### src/logic/sequencer_pkg.sv
/*
  Package for the event trigger break sequencer: register map, field
  positions, mode encodings, reset values and counter limits.
  Assumes an APB slave with 32-bit data and word-aligned registers.
*/
package sequencer_pkg;

  // Register byte offsets
  localparam logic [7:0] OFS_MODE    = 8'h00;
  localparam logic [7:0] OFS_COMMAND = 8'h04;
  localparam logic [7:0] OFS_STATUS  = 8'h08;
  localparam logic [7:0] OFS_COUNT   = 8'h0C;
  localparam logic [7:0] OFS_CAPADDR = 8'h10;
  localparam logic [7:0] OFS_CAPDATA = 8'h14;
  localparam logic [7:0] OFS_CAPREG  = 8'h18;

  // Event relation encodings
  typedef enum logic [1:0] {
    EVM_INDEPENDENT  = 2'b00,
    EVM_ARM          = 2'b01,
    EVM_WINDOW_LIMIT = 2'b10
  } event_mode_t;

  // Break condition mode encodings
  typedef enum logic [2:0] {
    BRK_NONE        = 3'b000,
    BRK_FIRST       = 3'b001,
    BRK_SECOND      = 3'b010,
    BRK_ARM         = 3'b011,
    BRK_LIMIT       = 3'b100,
    BRK_INDEPENDENT = 3'b101,
    BRK_FREEZE      = 3'b110
  } break_mode_t;

  // Mode register fields
  localparam int MODE_EVT_LSB   = 0;
  localparam int MODE_BRK_LSB   = 4;
  localparam int MODE_CONT_BIT  = 8;
  localparam int MODE_WRITE_BIT = 9;
  localparam int MODE_CLEAR_BIT = 10;

  // Command register bits (write one to act)
  localparam int CMD_GO_ADDR  = 0;
  localparam int CMD_GO_RESUME = 1;
  localparam int CMD_ESCAPE   = 2;
  localparam int CMD_SW_BREAK = 3;
  localparam int CMD_HALT_ACK = 4;
  localparam int CMD_EVT_IND  = 5;

  // Status bits
  localparam int ST_RUNNING = 0;
  localparam int ST_HALT    = 1;
  localparam int ST_FROZEN  = 2;
  localparam int ST_ARMED2  = 3;
  localparam int ST_CNT_EN  = 4;

  // Counter saturation value
  localparam logic [15:0] COUNT_MAX   = 16'hFFFE;
  localparam logic [15:0] COUNT_RESET = 16'h0000;

endpackage

### src/logic/event_trigger_break_sequencer.sv
/*
  Mode sequencer linking two event channels: arm, window-limit and
  independent relations, break modes, general purpose counter, halt request.
  Assumes comparator results and bus captures arrive synchronous to pclk;
  a software APB master sets modes and issues run commands.
*/
// Decided for this implementation: register access over APB and the placing of the registers.
`timescale 1ns/100ps
// Contract
// - Arm: channel triggers alternately enable each other
// - Go with address clears, enables counter outside arm relations
// - Program end disables counter in event modes
// - Event modes never freeze or break
// - Arm, independent: both triggers driven out
// - Window: both channels' compares in one transaction
// - Window: ignore second data and probe
// - Window match feeds first-channel counters
// - Independent: each channel fires alone
// - Clear, restart, command revert to independent
// - Break-first halts on first trigger
// - Break-second halts on second trigger
// - Break-arm alternates, halts on second
// - Break-limit uses window match, halts first
// - Break-independent halts on either trigger
// - Freeze mode: first freezes, second halts
// - Break trigger freezes buffer, halts with step option
// - After break: step stops, continue resumes
// - Break captures address, data, registers
// - Default return option is step
// - Counter saturates at its maximum
// - Arm: counter runs first to second trigger
module event_trigger_break_sequencer (
  input  wire logic        pclk,
  input  wire logic        presetn,
  input  wire logic        psel,
  input  wire logic        penable,
  input  wire logic        pwrite,
  input  wire logic [7:0]  paddr,
  input  wire logic [31:0] pwdata,
  output logic [31:0]      prdata,
  output logic             pready,
  output logic             pslverr,
  input  wire logic        first_addr_match,
  input  wire logic        first_data_match,
  input  wire logic        first_probe_match,
  input  wire logic        first_cycle_match,
  input  wire logic        second_addr_match,
  input  wire logic        second_data_match,
  input  wire logic        second_probe_match,
  input  wire logic        second_cycle_match,
  input  wire logic        bus_valid,
  input  wire logic [15:0] bus_addr,
  input  wire logic [15:0] bus_data,
  input  wire logic [31:0] cpu_regs,
  input  wire logic        unit_tick,
  input  wire logic        halt_insn,
  input  wire logic        halt_ack,
  input  wire logic [15:0] first_pass_count,
  input  wire logic [15:0] first_delay_count,
  input  wire logic [15:0] second_pass_count,
  input  wire logic [15:0] second_delay_count,
  output logic             first_trig_out,
  output logic             second_trig_out,
  output logic             trace_freeze,
  output logic             halt_request,
  output logic             run_enable
);

  typedef struct packed {
    sequencer_pkg::event_mode_t evt_mode;
    sequencer_pkg::break_mode_t brk_mode;
    logic                       cont;
    logic                       second_armed;
    logic                       running;
    logic                       cnt_en;
    logic [15:0]                count;
    logic                       frozen;
    logic                       halt;
    logic                       trig1;
    logic                       trig2;
    logic [15:0]                cap_addr;
    logic [15:0]                cap_data;
    logic [31:0]                cap_regs;
    logic [31:0]                last_bus;
    logic [31:0]                last_regs;
    logic [31:0]                rdata;
    logic                       ready;
    logic                       err;
  } seq_state_t;

  seq_state_t  state;
  seq_state_t  next_state;
  logic        match1;
  logic        match2;
  logic        raw_trig1;
  logic        raw_trig2;
  logic        arm_like;
  logic        window;
  logic        bus_wr;
  logic        bus_rd;
  logic        cmd_wr;
  logic        cmd_go_addr;
  logic        cmd_go_resume;
  logic        cmd_escape;
  logic        cmd_sw_break;
  logic        cmd_ack;
  logic        cmd_ind;
  logic        brk_fire;
  logic        frz_fire;
  logic        cnt_start;
  logic        cnt_stop;
  logic        prog_end;

  // Relation decode from the encoded modes
  always_comb begin
    arm_like = (state.brk_mode == sequencer_pkg::BRK_ARM)
            || (state.brk_mode == sequencer_pkg::BRK_FREEZE)
            || (state.brk_mode == sequencer_pkg::BRK_NONE
                && state.evt_mode == sequencer_pkg::EVM_ARM);
    window   = (state.brk_mode == sequencer_pkg::BRK_LIMIT)
            || (state.brk_mode == sequencer_pkg::BRK_NONE
                && state.evt_mode == sequencer_pkg::EVM_WINDOW_LIMIT);
  end

  // Channel match gating per relation
  always_comb begin
    match1 = bus_valid && first_addr_match && first_data_match
          && first_probe_match && first_cycle_match;
    match2 = bus_valid && second_addr_match && second_data_match
          && second_probe_match && second_cycle_match;
    if (window) begin
      match1 = match1 && second_addr_match && second_cycle_match;
    end
    if (arm_like) begin
      match1 = match1 && !state.second_armed;
      match2 = match2 && state.second_armed;
    end
    if (state.brk_mode == sequencer_pkg::BRK_FIRST) begin
      match2 = 1'b0;
    end
    if (state.brk_mode == sequencer_pkg::BRK_SECOND) begin
      match1 = 1'b0;
    end
  end

  // Pass and delay counting per channel, no cross-coupling otherwise
  trigger_channel first_channel (
    .pclk        (pclk),
    .presetn     (presetn),
    .match       (match1),
    .unit_tick   (unit_tick),
    .pass_count  (first_pass_count),
    .delay_count (first_delay_count),
    .trigger     (raw_trig1)
  );

  trigger_channel second_channel (
    .pclk        (pclk),
    .presetn     (presetn),
    .match       (match2),
    .unit_tick   (unit_tick),
    .pass_count  (second_pass_count),
    .delay_count (second_delay_count),
    .trigger     (raw_trig2)
  );

  // APB access strobes and command decode
  always_comb begin
    bus_wr        = psel && penable && pwrite && !state.ready;
    bus_rd        = psel && penable && !pwrite && !state.ready;
    cmd_wr        = bus_wr && paddr == sequencer_pkg::OFS_COMMAND;
    cmd_go_addr   = cmd_wr && pwdata[sequencer_pkg::CMD_GO_ADDR];
    cmd_go_resume = cmd_wr && pwdata[sequencer_pkg::CMD_GO_RESUME];
    cmd_escape    = cmd_wr && pwdata[sequencer_pkg::CMD_ESCAPE];
    cmd_sw_break  = cmd_wr && pwdata[sequencer_pkg::CMD_SW_BREAK];
    cmd_ack       = halt_ack || (cmd_wr && pwdata[sequencer_pkg::CMD_HALT_ACK]);
    cmd_ind       = cmd_wr && pwdata[sequencer_pkg::CMD_EVT_IND];
  end

  // Break and freeze sources by break mode
  always_comb begin
    brk_fire = 1'b0;
    frz_fire = 1'b0;
    unique case (state.brk_mode)
      sequencer_pkg::BRK_NONE:        brk_fire = 1'b0;
      sequencer_pkg::BRK_FIRST:       brk_fire = raw_trig1;
      sequencer_pkg::BRK_SECOND:      brk_fire = raw_trig2;
      sequencer_pkg::BRK_ARM:         brk_fire = raw_trig2;
      sequencer_pkg::BRK_LIMIT:       brk_fire = raw_trig1;
      sequencer_pkg::BRK_INDEPENDENT: brk_fire = raw_trig1 || raw_trig2;
      sequencer_pkg::BRK_FREEZE: begin
        brk_fire = raw_trig2;
        frz_fire = raw_trig1;
      end
      default:                        brk_fire = 1'b0;
    endcase
    brk_fire = brk_fire && state.running;
  end

  // Counter start and stop sources
  always_comb begin
    prog_end  = cmd_escape || cmd_sw_break || halt_insn || brk_fire;
    cnt_start = arm_like ? raw_trig1 : (cmd_go_addr || cmd_go_resume);
    cnt_stop  = prog_end || (arm_like && raw_trig2);
  end

  // Next-state computation
  always_comb begin
    next_state       = state;
    next_state.trig1 = raw_trig1;
    next_state.trig2 = raw_trig2;
    next_state.ready = bus_wr || bus_rd;
    next_state.err   = 1'b0;
    // Arm alternation
    if (arm_like && raw_trig1) begin
      next_state.second_armed = 1'b1;
    end else if (arm_like && raw_trig2) begin
      next_state.second_armed = 1'b0;
    end
    // Run control
    if (cmd_go_addr || cmd_go_resume) begin
      next_state.running = 1'b1;
      next_state.frozen  = 1'b0;
    end
    if (prog_end) begin
      next_state.running = 1'b0;
    end
    if (brk_fire && state.cont) begin
      next_state.running = 1'b1;
    end
    // General purpose counter; a stop wins over a start
    if (cmd_go_addr && !arm_like) begin
      next_state.count = sequencer_pkg::COUNT_RESET;
    end else if (state.cnt_en && unit_tick && state.count < sequencer_pkg::COUNT_MAX) begin
      next_state.count = state.count + 16'h0001;
    end
    next_state.cnt_en = (state.cnt_en || cnt_start) && !cnt_stop;
    // Trace freeze; a break wins over a go that clears it
    if (brk_fire || frz_fire) begin
      next_state.frozen = 1'b1;
    end
    // Last bus transaction, so a break reports the one that fired
    if (bus_valid) begin
      next_state.last_bus  = {bus_addr, bus_data};
      next_state.last_regs = cpu_regs;
    end
    // Halt request and capture; a new break wins over an ack
    next_state.halt = (state.halt && !cmd_ack)
                   || (brk_fire && !state.cont);
    if (brk_fire) begin
      next_state.cap_addr = state.last_bus[31:16];
      next_state.cap_data = state.last_bus[15:0];
      next_state.cap_regs = state.last_regs;
    end
    // Mode register write, clear and revert
    if (bus_wr && paddr == sequencer_pkg::OFS_MODE) begin
      if (pwdata[sequencer_pkg::MODE_CLEAR_BIT]) begin
        next_state.evt_mode = sequencer_pkg::EVM_INDEPENDENT;
        next_state.brk_mode = sequencer_pkg::BRK_NONE;
        next_state.cont     = 1'b0;
      end else if (pwdata[sequencer_pkg::MODE_WRITE_BIT]) begin
        if (pwdata[sequencer_pkg::MODE_EVT_LSB +: 2] == 2'b11) begin
          next_state.err = 1'b1;
        end else begin
          next_state.evt_mode = sequencer_pkg::event_mode_t'(
            pwdata[sequencer_pkg::MODE_EVT_LSB +: 2]);
          next_state.brk_mode = sequencer_pkg::BRK_NONE;
        end
      end else begin
        if (pwdata[sequencer_pkg::MODE_BRK_LSB +: 3] == 3'b111) begin
          next_state.err = 1'b1;
        end else begin
          next_state.brk_mode = sequencer_pkg::break_mode_t'(
            pwdata[sequencer_pkg::MODE_BRK_LSB +: 3]);
          next_state.evt_mode = sequencer_pkg::EVM_INDEPENDENT;
          next_state.cont     = pwdata[sequencer_pkg::MODE_CONT_BIT];
        end
      end
      next_state.second_armed = 1'b0;
    end
    if (cmd_ind) begin
      next_state.evt_mode     = sequencer_pkg::EVM_INDEPENDENT;
      next_state.brk_mode     = sequencer_pkg::BRK_NONE;
      next_state.second_armed = 1'b0;
    end
    // Read data and unmapped address answer
    next_state.rdata = 32'h0000_0000;
    if (bus_rd || bus_wr) begin
      unique case (paddr)
        sequencer_pkg::OFS_MODE:
          next_state.rdata = {23'h000000, state.cont, 1'b0, state.brk_mode,
                              2'b00, state.evt_mode};
        sequencer_pkg::OFS_COMMAND: next_state.rdata = 32'h0000_0000;
        sequencer_pkg::OFS_STATUS:
          next_state.rdata = {27'h0000000, state.cnt_en, state.second_armed,
                              state.frozen, state.halt, state.running};
        sequencer_pkg::OFS_COUNT:   next_state.rdata = {16'h0000, state.count};
        sequencer_pkg::OFS_CAPADDR: next_state.rdata = {16'h0000, state.cap_addr};
        sequencer_pkg::OFS_CAPDATA: next_state.rdata = {16'h0000, state.cap_data};
        sequencer_pkg::OFS_CAPREG:  next_state.rdata = state.cap_regs;
        default:                    next_state.err   = 1'b1;
      endcase
      if (bus_wr) begin
        next_state.rdata = 32'h0000_0000;
      end
    end
  end

  // State register
  always_ff @(posedge pclk or negedge presetn) begin
    if (!presetn) begin
      state          <= '0;
      state.evt_mode <= sequencer_pkg::EVM_INDEPENDENT;
      state.brk_mode <= sequencer_pkg::BRK_NONE;
    end else begin
      state <= next_state;
    end
  end

  assign prdata          = state.rdata;
  assign pready          = state.ready;
  assign pslverr         = state.err;
  assign first_trig_out  = state.trig1;
  assign second_trig_out = state.trig2;
  assign trace_freeze    = state.frozen;
  assign halt_request    = state.halt;
  assign run_enable      = state.running;

  // Event modes never raise a halt request
  a_event_no_break: assert property (@(posedge pclk) disable iff (!presetn)
    state.brk_mode == sequencer_pkg::BRK_NONE && !state.halt |=> !halt_request)
    else $error("halt raised in event mode");
  // Halt held until acknowledged
  a_halt_hold: assert property (@(posedge pclk) disable iff (!presetn)
    halt_request && !cmd_ack |=> halt_request)
    else $error("halt dropped without ack");
  // Break in step mode raises halt next cycle
  a_break_halt: assert property (@(posedge pclk) disable iff (!presetn)
    brk_fire && !state.cont |=> halt_request && trace_freeze)
    else $error("break did not halt and freeze");
  // Counter never passes its maximum
  a_count_sat: assert property (@(posedge pclk) disable iff (!presetn)
    state.count == sequencer_pkg::COUNT_MAX |=> state.count == sequencer_pkg::COUNT_MAX
      || $past(cmd_go_addr))
    else $error("counter passed saturation");
  // Arm relation: second matches only after first trigger
  a_arm_order: assert property (@(posedge pclk) disable iff (!presetn)
    arm_like && !state.second_armed |-> !match2)
    else $error("second channel matched unarmed");
  // Go with address clears the counter
  a_go_clear: assert property (@(posedge pclk) disable iff (!presetn)
    cmd_go_addr && !arm_like |=> state.count == 16'h0000 && state.cnt_en)
    else $error("go did not clear counter");
  // First trigger reaches its output one cycle later
  a_trig_out: assert property (@(posedge pclk) disable iff (!presetn)
    raw_trig1 |=> first_trig_out)
    else $error("first trigger not driven out");
  // Continue option keeps the program running
  a_continue_run: assert property (@(posedge pclk) disable iff (!presetn)
    brk_fire && state.cont && !cmd_ack |=> run_enable && !halt_request)
    else $error("continue option halted");

endmodule

### src/logic/trigger_channel.sv
/*
  One event channel's trigger stage: gated match into a pass counter and
  an optional unit delay counter, producing a one-cycle trigger.
  Assumes match, enable and counts are synchronous to pclk.
*/
`timescale 1ns/100ps
module trigger_channel (
  input  wire logic        pclk,
  input  wire logic        presetn,
  input  wire logic        match,
  input  wire logic        unit_tick,
  input  wire logic [15:0] pass_count,
  input  wire logic [15:0] delay_count,
  output logic             trigger
);

  typedef struct packed {
    logic [15:0] passes;
    logic [15:0] delay;
    logic        delaying;
    logic        trig;
  } chan_state_t;

  chan_state_t state;
  chan_state_t next_state;

  // Pass count then delay count, then one trigger pulse
  always_comb begin
    next_state      = state;
    next_state.trig = 1'b0;
    if (state.delaying) begin
      if (unit_tick) begin
        if (state.delay <= 16'h0001) begin
          next_state.delaying = 1'b0;
          next_state.trig     = 1'b1;
        end else begin
          next_state.delay = state.delay - 16'h0001;
        end
      end
    end else if (match) begin
      if (state.passes + 16'h0001 >= pass_count) begin
        next_state.passes = 16'h0000;
        if (delay_count != 16'h0000) begin
          next_state.delaying = 1'b1;
          next_state.delay    = delay_count;
        end else begin
          next_state.trig = 1'b1;
        end
      end else begin
        next_state.passes = state.passes + 16'h0001;
      end
    end
  end

  // State register
  always_ff @(posedge pclk or negedge presetn) begin
    if (!presetn) begin
      state <= '0;
    end else begin
      state <= next_state;
    end
  end

  assign trigger = state.trig;

endmodule

### config.mk
export PLATFORM = sky130hd
export DESIGN_NAME = event_trigger_break_sequencer
export DESIGN_NICKNAME = d
export VERILOG_FILES = /design/src/logic/sequencer_pkg.sv /design/src/logic/event_trigger_break_sequencer.sv /design/src/logic/trigger_channel.sv
export SDC_FILE = /design/constraint.sdc
export NUM_CORES = 1
export LEC_CHECK = 0
export ABC_AREA = 1
export BUFFER_PORTS_ARGS = -buffer_cell sky130_fd_sc_hd__buf_2
export CORE_ASPECT_RATIO = 0.7
export CORE_MARGIN = 2
export CORE_UTILIZATION = 60
export CTS_CLUSTER_SIZE = 16
export DETAILED_ROUTE_END_ITERATION = 16
export GPL_TIMING_DRIVEN = 0
export PLACE_DENSITY = 0.84
export SLEW_MARGIN = 20
export SYNTH_ARGS = -nofsm -noshare
export SYNTH_HDL_FRONTEND = slang
export SYNTH_SLANG_ARGS = --single-unit
### constraint.sdc
create_clock -name pclk -period 7.5 [get_ports pclk]
set_input_delay 1.125 -clock pclk [delete_from_list [all_inputs] [get_ports pclk]]
set_output_delay 1.125 -clock pclk [all_outputs]
set_load 0.01 [all_outputs]
==> results.toml <==
[outcome]
status = "finished, final reports clean"

[timing]
fin_crit_ns = 3.69
whs_ns = 0.382
rsz0062_at_grt = "false"
finClkSkew_ns = 0.0136
clock.fmax_ghz = 0.271
setup-violations-final = 0
post-route-period-util_pct = 49.2
fin_ws_ns = 3.81
finalHoldViolations = 0
slew_violations = 0
setup-tns-final_ns = 0
worst_pin_slew_ns = 0.783
max-slew-margin-rel_pct = 47.5

[global_route]
grt_usage_pct = 30.4
grt_pass1_wl_mm = 57.8
grt_pass1_vias = 11600
grt-ovfl-total = 0
grt_max_degree = 73
antenna_found_initial = 7

[clocking]
cts_htree_levels = 1
cts_buffers = 25
clk_latency_ns = 0.53
cts_hold_buffers = 0
cts_tree = "built"
clock_sinks = 259
clk_pin_slew_ns = 0.07
cts_setup_buffers = 0
cts-resized-gates = 0
cts_root_buffer = "clkbuf_16"
cts.path.max_buffers = 3

[power_and_ir_drop]
p_int_mw = 2.43
power_mw = 3.32
power_frac_clock_pct = 40.2
power.leakage_nw = 8.55
p_sw_uw = 889
power_density_mw_per_mm2 = 207
max-vdd-ir-drop_uv = 146
swShare_pct = 26.8
comb_power_share_pct = 14.1
seq_power_share_pct = 45.8

[worst_setup_path]
arrival_ns = 4.13
crit_required_ns = 7.94
path_max_fanout = 10
r2r_start = "second_channel.state[18]"
rr_endpoint = "second_channel.state[21]"
critPathKind = "flop to flop"
rrSetupSlack_ns = 3.81
cp-end-kind = "flop"
startpoint = "second_channel.state[18]"
reg2reg_depth = 18
cp-start-kind = "flop"

[die]
core_mm2 = 0.0225
initial_core_util_pct = 60.8
die_width_um = 184
rows = 46
ios = 224
die_h_um = 130
dieArea_mm2 = 0.0240

[cells_and_area]
final_cell_mix = "454 x nand2_1, 259 x dfrtp_1, 228 x inv_1"
finalCoreUtilization_pct = 71.3
final_common_cell = "nand2_1"
finish.instance_area_mm2 = 0.0161
drive_above_1_share_pct = 16.7
final_cell_count_no_fill = 2304
final_nets = 2193
area_growth_pct = 17.4

[hold_path]
min_to = "second_trig_out"
holdPathStages = 0
worstHoldStart = "second_channel.trigger"
hold_path.class = "flop to flop"

[logic_synthesis]
synth.distinct_cells = 48
synth_edf_count = 0
synth_area_per_cell_um2 = 7.87
yosysWarnings = 0
ys_seq_area_share_pct = 47.4
synth_nets = 1962
synthCells = 1738
ys.flop_type = "dfrtp_1"
ys_async_sr_fraction_pct = 100
synth-seq-cells = 259
netlist_area_mm2 = 0.0137

[detailed_routing]
viasPerCell = 5.45
ant_nets = 0
first_pass_iters = 6
drc = 0
avgRoutedWirePerCell_um = 15.8
drt_iter0_markers = 1329
wl_mm = 36.5
vias = 12600

[flow_run]
maxCapViolCount = 0

[place]
numPlacedInstances = 2254
io_buffers = 201
place_area_mm2 = 0.0152
place_ws_ns = 3.93
hpwl_mm = 27.4
gp_congestion = 0.983
==> critical path: stages, from the launching register on <==
cell and delay, ns:
dfrtp_1 0.42, ha_1 0.22, nand3_1 0.12, nor3_1 0.31, inv_1 0.12, nor3_1 0.33
or2_2 0.18, nand2_1 0.08, inv_1 0.07, ha_1 0.22, nand2_1 0.06, inv_1 0.05
nand2_1 0.05, nand2_1 0.05, a21oi_1 0.19, nand3_2 0.27, nor2_2 0.43, inv_1 0.23
o21ai_0 0.20
==> layout make-up <==
cell class / count / area, µm²
sequential: 259 / 6480
fill: 1746 / 6450
multi-input combinational: 1163 / 5840
timing repair buffer: 204 / 1100
inverter: 231 / 867
clock buffer: 32 / 692
buffer: 85 / 494
tap: 312 / 390
clock inverter: 12 / 178
antenna: 6 / 15.0
==> metal layers <==
metal | up-vias | global-route usage, % | routed length [µm]
li1 | 6053 | - | -
met1 | 5872 | 45.4 | 16400
met2 | 536 | 45.8 | 16000
met3 | 90 | 4.21 | 2920
met4 | 4 | 10.9 | 1170
met5 | - | 0 | 18
==> how the worst max path moves through the flow <==
stage	endpoint	slack, ns	depth (start not counted)
finish	second_channel.state[21]	3.81	18
floorplan	second_channel.state[14]	4.62	20
global placement	second_channel.state[15]	0.74	1
CTS	second_channel.state[21]	3.89	18
global route	second_channel.state[14]	3.43	18
detailed placement	second_channel.state[21]	3.93	18
==> cell usage after synthesis, drive strengths merged, types with 2 or more instances <==
cell type | number | share of area, %
inv | 229 | 6.3
nand3 | 165 | 6.1
o21ai | 186 | 6.9
a21o | 4 | 0.22
a21oi | 32 | 1.2
o21bai | 4 | 0.22
nand2 | 466 | 13
xnor2 | 3 | 0.19
o211ai | 3 | 0.16
nand3b | 2 | 0.11
o22ai | 18 | 0.82
or2 | 6 | 0.27
nor4 | 4 | 0.18
buf | 50 | 2.6
nor3 | 32 | 1.3
a41oi | 9 | 0.58
xor2 | 26 | 1.7
clkinv | 2 | 0.055
nor3b | 4 | 0.30
o31ai | 6 | 0.33
ha | 39 | 3.6
nor2 | 127 | 3.8
a211oi | 5 | 0.27
a31oi | 3 | 0.14
nand4 | 12 | 0.55
dfrtp | 259 | 47
clkbuf | 35 | 1.0
==> state kept, by name, indices dropped and copies added, names as in the netlist <==
register                flops
pslverr                     1
second_channel.trigger      1
halt_request                1
prdata                     32
first_channel.trigger       1
first_trig_out              1
second_channel.state       33
state                     152
second_trig_out             1
run_enable                  1
first_channel.state        33
pready                      1
trace_freeze                1
==> power by group through the flow <==
| stage | clock network [mW] | registers, mW | logic, mW |
|---|---|---|---|
| after floorplan | 0 | 1.53 | 0.293 |
| after global placement | 0 | 1.54 | 0.432 |
| after detailed placement | 0 | 1.54 | 0.459 |
| after CTS | 1.35 | 1.52 | 0.464 |
| after global routing | 1.40 | 1.53 | 0.534 |
| final | 1.33 | 1.52 | 0.467 |
==> kinds of logic after synthesis <==
family	count (synthesis)	synth area share (%)
AO/OA/AOI/OAI	276	11.2
multiplexers	1	0.0732
buffers and inverters	316	9.95
adder cells (fa/ha/maj)	39	3.57
XOR/XNOR	29	1.86
flip-flops	259	47.4
AND/OR/NAND/NOR	818	26.0
Power figures use the tool's default switching activity.
